**config.mk**
```make
export PLATFORM = sky130hd
export DESIGN_NAME = udier_top
export DESIGN_NICKNAME = d
export VERILOG_FILES = /design/src/shared/udier_pkg.sv /design/src/shared/udier_reg_if.sv /design/src/logic/udier_axil_slave.sv /design/src/logic/udier_top.sv
export SDC_FILE = /design/constraint.sdc
export NUM_CORES = 1
export LEC_CHECK = 0
export ABC_AREA = 1
export BUFFER_PORTS_ARGS = -buffer_cell sky130_fd_sc_hd__buf_2
export CORE_ASPECT_RATIO = 0.5
export CORE_MARGIN = 4
export CORE_UTILIZATION = 45
export CTS_BUF_LIST = sky130_fd_sc_hd__clkbuf_16
export CTS_CLUSTER_SIZE = 8
export DETAILED_ROUTE_END_ITERATION = 6
export GPL_ROUTABILITY_DRIVEN = 1
export GPL_TIMING_DRIVEN = 0
export MAX_ROUTING_LAYER = met4
export PLACE_DENSITY_LB_ADDON = 0.08
export SETUP_SLACK_MARGIN = 0.15
export SYNTH_ARGS = -nofsm -noshare
export SYNTH_HDL_FRONTEND = slang
export SYNTH_SLANG_ARGS = --single-unit
```
**constraint.sdc**
```tcl
create_clock -name aclk -period 1.65 [get_ports aclk]
set_clock_uncertainty 0.2 [all_clocks]
set_input_delay 0.2475 -clock aclk [delete_from_list [all_inputs] [get_ports aclk]]
set_output_delay 0.2475 -clock aclk [all_outputs]
set_load 0.005 [all_outputs]
```
**src/shared/udier_pkg.sv**
```systemverilog
// Register map, field layout, reset values and timing counts of the interrupt block
package udier_pkg;

    localparam int unsigned ADDR_W  = 8;
    localparam int unsigned DATA_W  = 32;
    localparam int unsigned NUM_EP  = 6;

    // Byte offsets of the registers
    localparam logic [7:0] OFF_IRQ_ENABLE     = 8'h10;
    localparam logic [7:0] OFF_IRQ_DISABLE    = 8'h14;
    localparam logic [7:0] OFF_IRQ_MASK       = 8'h18;
    localparam logic [7:0] OFF_IRQ_STATUS     = 8'h1c;
    localparam logic [7:0] OFF_IRQ_CLEAR      = 8'h20;
    localparam logic [7:0] OFF_ENDPOINT_RESET = 8'h28;

    // Bit positions of the interrupt sources
    localparam int unsigned BIT_EP_FIRST        = 0;
    localparam int unsigned BIT_SUSPEND         = 8;
    localparam int unsigned BIT_RESUME          = 9;
    localparam int unsigned BIT_FRAME_START     = 11;
    localparam int unsigned BIT_BUS_RESET_DONE  = 12;
    localparam int unsigned BIT_WAKEUP          = 13;

    // Field masks and reset values
    localparam logic [31:0] MASK_WRITABLE        = 32'h0000_2b3f;
    localparam logic [31:0] MASK_UNMASKABLE      = 32'h0000_1000;
    localparam logic [31:0] MASK_RESET           = 32'h0000_1200;
    localparam logic [31:0] STATUS_BUS_BITS      = 32'h0000_3b00;
    localparam logic [31:0] STATUS_RESET         = 32'h0000_0000;
    localparam logic [31:0] ENDPOINT_RESET_BITS  = 32'h0000_003f;
    localparam logic [31:0] ENDPOINT_RESET_RESET = 32'h0000_0000;

    // AXI4-Lite responses
    localparam logic [1:0] RESP_OKAY   = 2'b00;
    localparam logic [1:0] RESP_SLVERR = 2'b10;

    // Bus idle time before suspend, and its count of clock cycles
    localparam int unsigned CLK_PERIOD_NS        = 50;
    localparam int unsigned SUSPEND_IDLE_NS      = 3000000;
    localparam int unsigned SUSPEND_IDLE_DEFAULT =
        (SUSPEND_IDLE_NS + CLK_PERIOD_NS - 1) / CLK_PERIOD_NS;

    typedef enum logic [0:0] {
        UDIER_LINK_ACTIVE    = 1'b0,
        UDIER_LINK_SUSPENDED = 1'b1
    } udier_link_t;

endpackage : udier_pkg

```
**src/shared/udier_reg_if.sv**
```systemverilog
// Register access carrier between the bus slave and the register block
`timescale 1ns/1ps
interface udier_reg_if;
    import udier_pkg::*;

    logic              wr_en;
    logic [ADDR_W-1:0] wr_addr;
    logic [DATA_W-1:0] wr_data;
    logic [3:0]        wr_strb;
    logic              wr_hit;
    logic [ADDR_W-1:0] rd_addr;
    logic [DATA_W-1:0] rd_data;
    logic              rd_hit;

    modport bus (
        output wr_en,
        output wr_addr,
        output wr_data,
        output wr_strb,
        output rd_addr,
        input  wr_hit,
        input  rd_data,
        input  rd_hit
    );

    modport regs (
        input  wr_en,
        input  wr_addr,
        input  wr_data,
        input  wr_strb,
        input  rd_addr,
        output wr_hit,
        output rd_data,
        output rd_hit
    );
endinterface : udier_reg_if

```
**src/logic/udier_axil_slave.sv**
```systemverilog
// AXI4-Lite slave front end that turns bus transfers into register strobes
`timescale 1ns/1ps
module udier_axil_slave
    import udier_pkg::*;
(
    input  wire logic              aclk,
    input  wire logic              aresetn,
    input  wire logic [ADDR_W-1:0] s_axi_awaddr,
    input  wire logic              s_axi_awvalid,
    output logic                   s_axi_awready,
    input  wire logic [DATA_W-1:0] s_axi_wdata,
    input  wire logic [3:0]        s_axi_wstrb,
    input  wire logic              s_axi_wvalid,
    output logic                   s_axi_wready,
    output logic [1:0]             s_axi_bresp,
    output logic                   s_axi_bvalid,
    input  wire logic              s_axi_bready,
    input  wire logic [ADDR_W-1:0] s_axi_araddr,
    input  wire logic              s_axi_arvalid,
    output logic                   s_axi_arready,
    output logic [DATA_W-1:0]      s_axi_rdata,
    output logic [1:0]             s_axi_rresp,
    output logic                   s_axi_rvalid,
    input  wire logic              s_axi_rready,
    udier_reg_if.bus               regs
);

    logic              aw_held;
    logic              w_held;
    logic [ADDR_W-1:0] aw_addr;
    logic [DATA_W-1:0] w_data;
    logic [3:0]        w_strb;
    logic              do_write;

    assign s_axi_awready = !aw_held && !s_axi_bvalid;
    assign s_axi_wready  = !w_held && !s_axi_bvalid;
    assign s_axi_arready = !s_axi_rvalid;
    assign do_write      = aw_held && w_held && !s_axi_bvalid;

    assign regs.wr_en   = do_write;
    assign regs.wr_addr = aw_addr;
    assign regs.wr_data = w_data;
    assign regs.wr_strb = w_strb;
    assign regs.rd_addr = s_axi_araddr;

    // Address and data may arrive in either order
    always_ff @(posedge aclk) begin
        if (!aresetn) begin
            aw_held <= 1'b0;
            aw_addr <= '0;
        end else if (s_axi_awvalid && s_axi_awready) begin
            aw_held <= 1'b1;
            aw_addr <= s_axi_awaddr;
        end else if (do_write) begin
            aw_held <= 1'b0;
        end
    end

    always_ff @(posedge aclk) begin
        if (!aresetn) begin
            w_held <= 1'b0;
            w_data <= '0;
            w_strb <= 4'h0;
        end else if (s_axi_wvalid && s_axi_wready) begin
            w_held <= 1'b1;
            w_data <= s_axi_wdata;
            w_strb <= s_axi_wstrb;
        end else if (do_write) begin
            w_held <= 1'b0;
        end
    end

    always_ff @(posedge aclk) begin
        if (!aresetn) begin
            s_axi_bvalid <= 1'b0;
            s_axi_bresp  <= RESP_OKAY;
        end else if (do_write) begin
            s_axi_bvalid <= 1'b1;
            s_axi_bresp  <= regs.wr_hit ? RESP_OKAY : RESP_SLVERR;
        end else if (s_axi_bready) begin
            s_axi_bvalid <= 1'b0;
        end
    end

    always_ff @(posedge aclk) begin
        if (!aresetn) begin
            s_axi_rvalid <= 1'b0;
            s_axi_rdata  <= '0;
            s_axi_rresp  <= RESP_OKAY;
        end else if (s_axi_arvalid && s_axi_arready) begin
            s_axi_rvalid <= 1'b1;
            s_axi_rdata  <= regs.rd_hit ? regs.rd_data : '0;
            s_axi_rresp  <= regs.rd_hit ? RESP_OKAY : RESP_SLVERR;
        end else if (s_axi_rready) begin
            s_axi_rvalid <= 1'b0;
        end
    end

endmodule : udier_axil_slave

```
**src/logic/udier_top.sv**
```systemverilog
// Interrupt mask, status, clear and endpoint reset registers of the USB device port
`timescale 1ns/1ps
module udier_top
    import udier_pkg::*;
#(
    parameter int unsigned SUSPEND_IDLE_CYCLES = SUSPEND_IDLE_DEFAULT
) (
    input  wire logic              aclk,
    input  wire logic              aresetn,
    input  wire logic [ADDR_W-1:0] s_axi_awaddr,
    input  wire logic              s_axi_awvalid,
    output logic                   s_axi_awready,
    input  wire logic [DATA_W-1:0] s_axi_wdata,
    input  wire logic [3:0]        s_axi_wstrb,
    input  wire logic              s_axi_wvalid,
    output logic                   s_axi_wready,
    output logic [1:0]             s_axi_bresp,
    output logic                   s_axi_bvalid,
    input  wire logic              s_axi_bready,
    input  wire logic [ADDR_W-1:0] s_axi_araddr,
    input  wire logic              s_axi_arvalid,
    output logic                   s_axi_arready,
    output logic [DATA_W-1:0]      s_axi_rdata,
    output logic [1:0]             s_axi_rresp,
    output logic                   s_axi_rvalid,
    input  wire logic              s_axi_rready,
    input  wire logic [NUM_EP-1:0] setup_received_flag,
    input  wire logic [NUM_EP-1:0] rx_bank_zero_flag,
    input  wire logic [NUM_EP-1:0] rx_bank_one_flag,
    input  wire logic [NUM_EP-1:0] tx_complete_flag,
    input  wire logic [NUM_EP-1:0] stall_acked_flag,
    input  wire logic              bus_activity,
    input  wire logic              resume_seen,
    input  wire logic              frame_start_seen,
    input  wire logic              bus_reset_done,
    input  wire logic              bus_reset_seen,
    output logic                   irq,
    output logic                   suspend_mode,
    output logic [NUM_EP-1:0]      endpoint_fifo_clear
);

    localparam int unsigned IDLE_W = $clog2(SUSPEND_IDLE_CYCLES + 1);
    localparam logic [IDLE_W-1:0] IDLE_LAST = IDLE_W'(SUSPEND_IDLE_CYCLES - 1);

    udier_reg_if regs ();

    udier_axil_slave u_slave (
        .aclk          (aclk),
        .aresetn       (aresetn),
        .s_axi_awaddr  (s_axi_awaddr),
        .s_axi_awvalid (s_axi_awvalid),
        .s_axi_awready (s_axi_awready),
        .s_axi_wdata   (s_axi_wdata),
        .s_axi_wstrb   (s_axi_wstrb),
        .s_axi_wvalid  (s_axi_wvalid),
        .s_axi_wready  (s_axi_wready),
        .s_axi_bresp   (s_axi_bresp),
        .s_axi_bvalid  (s_axi_bvalid),
        .s_axi_bready  (s_axi_bready),
        .s_axi_araddr  (s_axi_araddr),
        .s_axi_arvalid (s_axi_arvalid),
        .s_axi_arready (s_axi_arready),
        .s_axi_rdata   (s_axi_rdata),
        .s_axi_rresp   (s_axi_rresp),
        .s_axi_rvalid  (s_axi_rvalid),
        .s_axi_rready  (s_axi_rready),
        .regs          (regs.bus)
    );

    logic [31:0]       irq_mask;
    logic [31:0]       next_irq_mask;
    logic [31:0]       bus_status;
    logic [31:0]       next_bus_status;
    logic [31:0]       endpoint_reset;
    logic [NUM_EP-1:0] ep_status;
    logic [31:0]       mask_view;
    logic [31:0]       status_view;
    logic [31:0]       bus_events;
    logic [31:0]       wr_lanes;
    logic [31:0]       wr_bits;
    logic              wr_enable;
    logic              wr_disable;
    logic              wr_clear;
    logic              wr_ep_reset;
    udier_link_t       link_state;
    logic [IDLE_W-1:0] idle_count;
    logic              suspend_enter;

    // Write decode; masked byte lanes count as zero bits, except that endpoint reset skips a write with lane 0 masked
    assign wr_lanes = {{8{regs.wr_strb[3]}}, {8{regs.wr_strb[2]}},
                       {8{regs.wr_strb[1]}}, {8{regs.wr_strb[0]}}};
    assign wr_bits     = regs.wr_data & wr_lanes;
    assign wr_enable   = regs.wr_en && (regs.wr_addr == OFF_IRQ_ENABLE);
    assign wr_disable  = regs.wr_en && (regs.wr_addr == OFF_IRQ_DISABLE);
    assign wr_clear    = regs.wr_en && (regs.wr_addr == OFF_IRQ_CLEAR);
    assign wr_ep_reset = regs.wr_en && (regs.wr_addr == OFF_ENDPOINT_RESET);

    always_comb begin
        case (regs.wr_addr)
            OFF_IRQ_ENABLE,
            OFF_IRQ_DISABLE,
            OFF_IRQ_MASK,
            OFF_IRQ_STATUS,
            OFF_IRQ_CLEAR,
            OFF_ENDPOINT_RESET: regs.wr_hit = 1'b1;
            default:            regs.wr_hit = 1'b0;
        endcase
    end

    // Mask set by enable writes, cleared by disable writes
    always_comb begin
        next_irq_mask = irq_mask;
        if (wr_enable) begin
            next_irq_mask = irq_mask | (wr_bits & MASK_WRITABLE);
        end else if (wr_disable) begin
            next_irq_mask = irq_mask & ~(wr_bits & MASK_WRITABLE);
        end
    end

    always_ff @(posedge aclk) begin
        if (!aresetn) begin
            irq_mask <= MASK_RESET & MASK_WRITABLE;
        end else begin
            irq_mask <= next_irq_mask;
        end
    end

    assign mask_view = irq_mask | MASK_UNMASKABLE;

    // Endpoint status mirrors the sticky endpoint flags
    generate
        for (genvar e = 0; e < NUM_EP; e++) begin : g_ep
            assign ep_status[e] = setup_received_flag[e] | rx_bank_zero_flag[e] |
                                  rx_bank_one_flag[e] | tx_complete_flag[e] |
                                  stall_acked_flag[e];
        end
    endgenerate

    // Suspend detection on bus idle time
    assign suspend_enter = (link_state == UDIER_LINK_ACTIVE) && !bus_activity &&
                           (idle_count == IDLE_LAST);

    always_ff @(posedge aclk) begin
        if (!aresetn) begin
            link_state <= UDIER_LINK_ACTIVE;
            idle_count <= '0;
        end else begin
            case (link_state)
                UDIER_LINK_ACTIVE: begin
                    if (bus_activity) begin
                        idle_count <= '0;
                    end else if (suspend_enter) begin
                        idle_count <= '0;
                        link_state <= UDIER_LINK_SUSPENDED;
                    end else begin
                        idle_count <= idle_count + IDLE_W'(1);
                    end
                end
                UDIER_LINK_SUSPENDED: begin
                    idle_count <= '0;
                    if (bus_activity) begin
                        link_state <= UDIER_LINK_ACTIVE;
                    end
                end
                default: begin
                    link_state <= UDIER_LINK_ACTIVE;
                    idle_count <= '0;
                end
            endcase
        end
    end

    always_ff @(posedge aclk) begin
        if (!aresetn) begin
            suspend_mode <= 1'b0;
        end else begin
            suspend_mode <= suspend_enter ||
                            ((link_state == UDIER_LINK_SUSPENDED) && !bus_activity);
        end
    end

    // Bus event status; a new event wins over a clear in the same cycle
    always_comb begin
        bus_events                     = '0;
        bus_events[BIT_SUSPEND]        = suspend_enter;
        bus_events[BIT_RESUME]         = resume_seen;
        bus_events[BIT_FRAME_START]    = frame_start_seen;
        bus_events[BIT_BUS_RESET_DONE] = bus_reset_done;
        bus_events[BIT_WAKEUP]         = resume_seen | bus_reset_seen;
    end

    always_comb begin
        next_bus_status = bus_status;
        if (wr_clear) begin
            next_bus_status = bus_status & ~(wr_bits & STATUS_BUS_BITS);
        end
        next_bus_status = (next_bus_status | bus_events) & STATUS_BUS_BITS;
    end

    always_ff @(posedge aclk) begin
        if (!aresetn) begin
            bus_status <= STATUS_RESET;
        end else begin
            bus_status <= next_bus_status;
        end
    end

    assign status_view = bus_status |
                         {{(32 - NUM_EP - BIT_EP_FIRST){1'b0}}, ep_status};

    // Endpoint reset bits drive the endpoint FIFO clear
    always_ff @(posedge aclk) begin
        if (!aresetn) begin
            endpoint_reset <= ENDPOINT_RESET_RESET;
        end else if (wr_ep_reset && regs.wr_strb[0]) begin
            endpoint_reset <= regs.wr_data & ENDPOINT_RESET_BITS;
        end
    end

    assign endpoint_fifo_clear = endpoint_reset[NUM_EP-1:0];

    always_ff @(posedge aclk) begin
        if (!aresetn) begin
            irq <= 1'b0;
        end else begin
            irq <= |(status_view & mask_view);
        end
    end

    // Read decode; write-only registers read as zero
    always_comb begin
        regs.rd_hit  = 1'b1;
        regs.rd_data = '0;
        case (regs.rd_addr)
            OFF_IRQ_ENABLE:     regs.rd_data = '0;
            OFF_IRQ_DISABLE:    regs.rd_data = '0;
            OFF_IRQ_CLEAR:      regs.rd_data = '0;
            OFF_IRQ_MASK:       regs.rd_data = mask_view;
            OFF_IRQ_STATUS:     regs.rd_data = status_view;
            OFF_ENDPOINT_RESET: regs.rd_data = endpoint_reset;
            default:            regs.rd_hit  = 1'b0;
        endcase
    end

endmodule : udier_top

```
# == Word level (Yosys, flattened, before mapping) ==
# Index checks and enable logic that the tools add are counted.
# classes
add_sub_neg,1
n_eq_ne,13
mux,23
n_bitwise,35
reduce_logical,29
# ops
op,n
32-bit two-way mux,3
32-bit case mux with 3 select lines,1
32-bit AND,2
"8-bit by 5-bit == test with 1-bit output, second input constant",8
"8-bit by 6-bit == test with 1-bit output, second input constant",4
16-bit two-way mux,2
14-bit NOT with 32-bit output,1
32-bit by 14-bit OR with 32-bit output,1
16-bit case mux with 2 select lines,1
32-bit OR reduction,1
14-bit AND,2
1-bit OR,25
"16-bit by 1-bit adder with 16-bit output, second input constant",1
"16-bit == test, second input constant",1
1-bit logical AND,15
14-bit two-way mux,1
14-bit NOT,1
14-bit OR,1
14-bit by 6-bit OR with 14-bit output,1
1-bit two-way mux,12
6-bit OR reduction,2
2-bit nonzero test,5
1-bit zero test,5
2-bit two-way mux,2
other kinds (3),3
# totals
reg_bits,126
inputBits,94
output_inout_bits,49
word_cells,118

# == Logic depth before layout (Yosys ltp) ==
# depth
ltp_word,7
ltp_mapped,9

# == Modules after synthesis ==
# From an unflattened synthesis, not the netlist that was laid out.
# hier_totals
hier_cells,940
hier_area_um2,6063.3
# modules_own_cells
mod,n_inst,cells_each,area_each_um2,seq_area_each_um2
udier_axil_slave,1,572,3729.8,1641.6
udier_top,1,368,2333.5,800.8

# == Worst setup path before layout ==
# Ideal clock, no wire load.
# synth_timing
kind,reg2reg
start,register idle_count[0]
end,register idle_count[9]
setup_time_ps,114
arrival_time_ps,1216
required_ps,1336
slack_ps,119
stages_incl_launch_ff,10
period_less_slack_ps,1531
path_cell_list,dfxtp_1 ha_1 nand2_1 inv_2 nand2_2 nor2_1 nand2_2 nand3_4 buf_6 nor2_1
# synth_via
elab_chain_cells,5
elab_cells_between_ends,6
# synth_lines
element,line,text
from (decl),udier_top.sv:86,logic [IDLE_W-1:0] idle_count;
from (signal assigned),udier_top.sv:156,idle_count <= idle_count + IDLE_W'(1);
"parallel branches: the longest is 2 deep, another holds 16-bit by 1-bit adder with 16-bit output",-,
16-bit two-way mux *,udier_top.sv:152,end else if (suspend_enter) begin
16-bit two-way mux *,udier_top.sv:150,if (bus_activity) begin
16-bit case mux with 2 select lines *,udier_top.sv:148,case (link_state)
# Mark *: on every way between the ends.
# A chain may end at the register's enable or synchronous reset.

# == Final worst setup path ==
# layout_timing
start,register idle_count[0]
end,register idle_count[5]
# The elaborated chain is that of the path after synthesis.

==> run summary <==
Outcome - complete, but fails checks
Failing checks - negative hold slack
Top delay family on crit path - simple AND/OR/NAND/NOR gates
Yosys warning count - 0
Post-route insts no fill - 835
Power Dens Cells - 826 nW/µm²
Final setup viols - 0
Crit-path cells - ha_4, nand2_4, inv_4, nand2_4, nor2_2, nand2_2, nand3_4, buf_12, buf_8, nor2_1
Clock Latency Late Sink - 0.33 ns
Synth async-reset ratio - 0
Syn Std Cell Area - 3950 µm²
H-tree depth - 3
1st-iter DRT viols - 147
CP endpoint kind - flip-flop
Final Power - 0.00463 W
Number of detailed-route iterations in the first pass - 4
Global-route wire length before repair - 17100 µm
Final ANT Viol Nets - 0
Startpoint types - flip-flop
Worst-path maximum fanout - 5
Die W - 140 µm
Clk root buf - clkbuf_16
Number of enable flip-flop cells after synthesis - 0
Crit path kind - flip-flop to flip-flop
Critical Path Most Common Cell - nand2_4
Routability cong. - 0.843
Slew Viols, Final - 0
Slowest cell on crit path - dfxtp_2
Tcrit/Tclk final - 0.950
Fin util - 0.678
Critical path's largest stage delay - 0.33 ns
DIE HEIGHT - 74.2 µm
Cell row count - 23
Clock sinks - 78
Vias in the first global route - 3642
Tmin final - 1.57 ns
VDD IR max - 0.490 mV
Maximum clock rate - 638 MHz
Post-DR wirelength/cell - 13.0 µm
CTS clk-pin slew, worst paths - 0.06 ns
Worst hold-check slack - -0.0112 ns
Aggregate global-route resource usage - 0.210
Final Hold Viols - 1
WP buf/inv - 3
Final wirelength - 10900 µm
Critical path data arrival time - 1.63 ns
Fill cells - 726
Syn_area_per_cell - 7.20 µm²
Nets - 814
DRC viols - 0
Bufs on Longest Clock Path - 2
Post-Syn Instances - 548
Post-DP Area - 4650 µm²
Share of layout cells above drive strength 1 - 0.347
Seq cells post-synth - 78
Post-DP HPWL - 7650 µm
R2R depth - 10
DP Cell Count - 778
Slew headroom - 0.602
DIE AREA - 10400 µm²
Total gr overflow - 0
Multi-input logic area - 2170 µm²
Worst hold stages - 3
Via count - 3915
Seq/Total Area, Yosys - 0.396
Initial antenna violation count - 0
Synth unique cells - 41
Levels on crit path - 10
Finished Cell Area - 5600 µm²
Leakage - 2.66 nW
Top FF cell, synth - dfxtp_1
Core area - 8260 µm²
Slew @ Worst Pin - 0.596 ns
Total CTS buffers - 9
Reg area - 1570 µm²
Boundary Pins - 143
Effective utilization at floorplan - 0.478
Diodes inserted - 0
RSZ-0062 raised after global routing - true
Max-Cap Viols - 0
CP required - 1.71 ns
Hold Crit Class - input port to flip-flop
Vias/cell - 4.69
CTS tree - built
Syn-to-layout area delta - 41.9%
I/O Buffers - 96
Largest net degree at the start of global routing - 13
## through the flow
stage	TNS (ns)	worst slack [ns]	hold slack, ns
after global routing	0	0.0242	0.00527
after floorplan	0	0.150	0.181
after detailed placement	-0.0326	-0.0227	0.238
final	0	0.0828	-0.0112
after CTS	0	0.102	0.00575
after global placement	-0.0381	-0.0381	0.233
## path summary, 6_finish.rpt
path / start / endpoint / slack, ns
worst max-delay path: idle_count[0] / idle_count[5] / 0.08
worst min register to register: u_slave.s_axi_rdata[3] / u_slave.s_axi_rdata[3] / 0.26
worst min-delay path: s_axi_awaddr[7] / u_slave.regs.wr_addr[7] / -0.01
worst max register to register: idle_count[0] / idle_count[5] / 0.08
## Yosys cell counts, drive strengths merged (4+ instances only)
cell type | count | area (µm²)
a21oi | 38 | 205
nor2 | 92 | 375
inv | 55 | 209
nand4 | 13 | 87.6
buf | 36 | 260
o21bai | 6 | 45.0
nand2 | 104 | 408
xor2 | 4 | 35.0
o21ai | 32 | 168
nand3 | 47 | 253
nor3 | 18 | 166
dfxtp | 78 | 1560
clkbuf | 6 | 22.5
nand3b | 7 | 65.1
## where the power goes
part	leakage [nW]	internal, W	switching (W)	total (W)
Clock	0.154	0.00130	0.000727	0.00203
Combinational	1.86	0.000276	0.000303	0.000579
Sequential	0.641	0.00196	0.0000612	0.00202
## cell families (layout without fill, tap and decap cells)
logic type      Yosys count  count (layout)  share of synthesized area
fa+ha+maj                 1               1                    0.00317
compound gates           82              82                      0.117
xor+xnor                  4               4                    0.00888
flops                    78              78                      0.396
buf+inv                  97             249                      0.125
simple gates            285             286                      0.350
other cells               1              23                   0.000950
## worst register-to-register path: stages (launching register included)
cell and delay [ns]:
dfxtp_2 0.33, ha_4 0.16, nand2_4 0.08, inv_4 0.04, nand2_4 0.06, nor2_2 0.04, nand2_2 0.09, nand3_4 0.13
buf_12 0.17, buf_8 0.12, nor2_1 0.09
## routing by layer
metal	vias to the layer above	track usage	part of all wire
met5	-	-	0
met4	0	0.0537	0.0075
met3	9	0.0584	0.064
met2	109	0.340	0.46
met1	1717	0.263	0.47
li1	2080	-	-
## what timing repair did
item,in CTS,in global routing
endpoints found under the hold margin,21,0
endpoints found under the setup margin,26,60
cloned,1,3
setup buffers,7,10
pin swaps,6,20
hold buffers,21,0
resized for setup,13,63
## cell usage in the layout (no fill, tap or decap), types with 8 or more instances in the layout
master / instances
inv_1: 48
nand3_1: 45
buf_2: 102
nand4_1: 12
nand2_1: 89
dfxtp_2: 10
a21oi_1: 33
o21ai_0: 22
nor3_4: 8
conb_1: 23
nor2_2: 12
nor2_1: 73
buf_4: 41
nand2_2: 10
dfxtp_1: 68
clkbuf_16: 10
dlygate4sd3_1: 21
## final cells by class
type	count	area share
Sequential cell	78	0.281
Inverter	55	0.0382
Timing Repair Buffer	137	0.159
Clock buffer	9	0.0402
Multi-Input combinational cell	396	0.388
Tap cell	112	0.0250
Buffer	42	0.0536
Clock inverter	6	0.0143
Power figures use the tool's default switching activity.
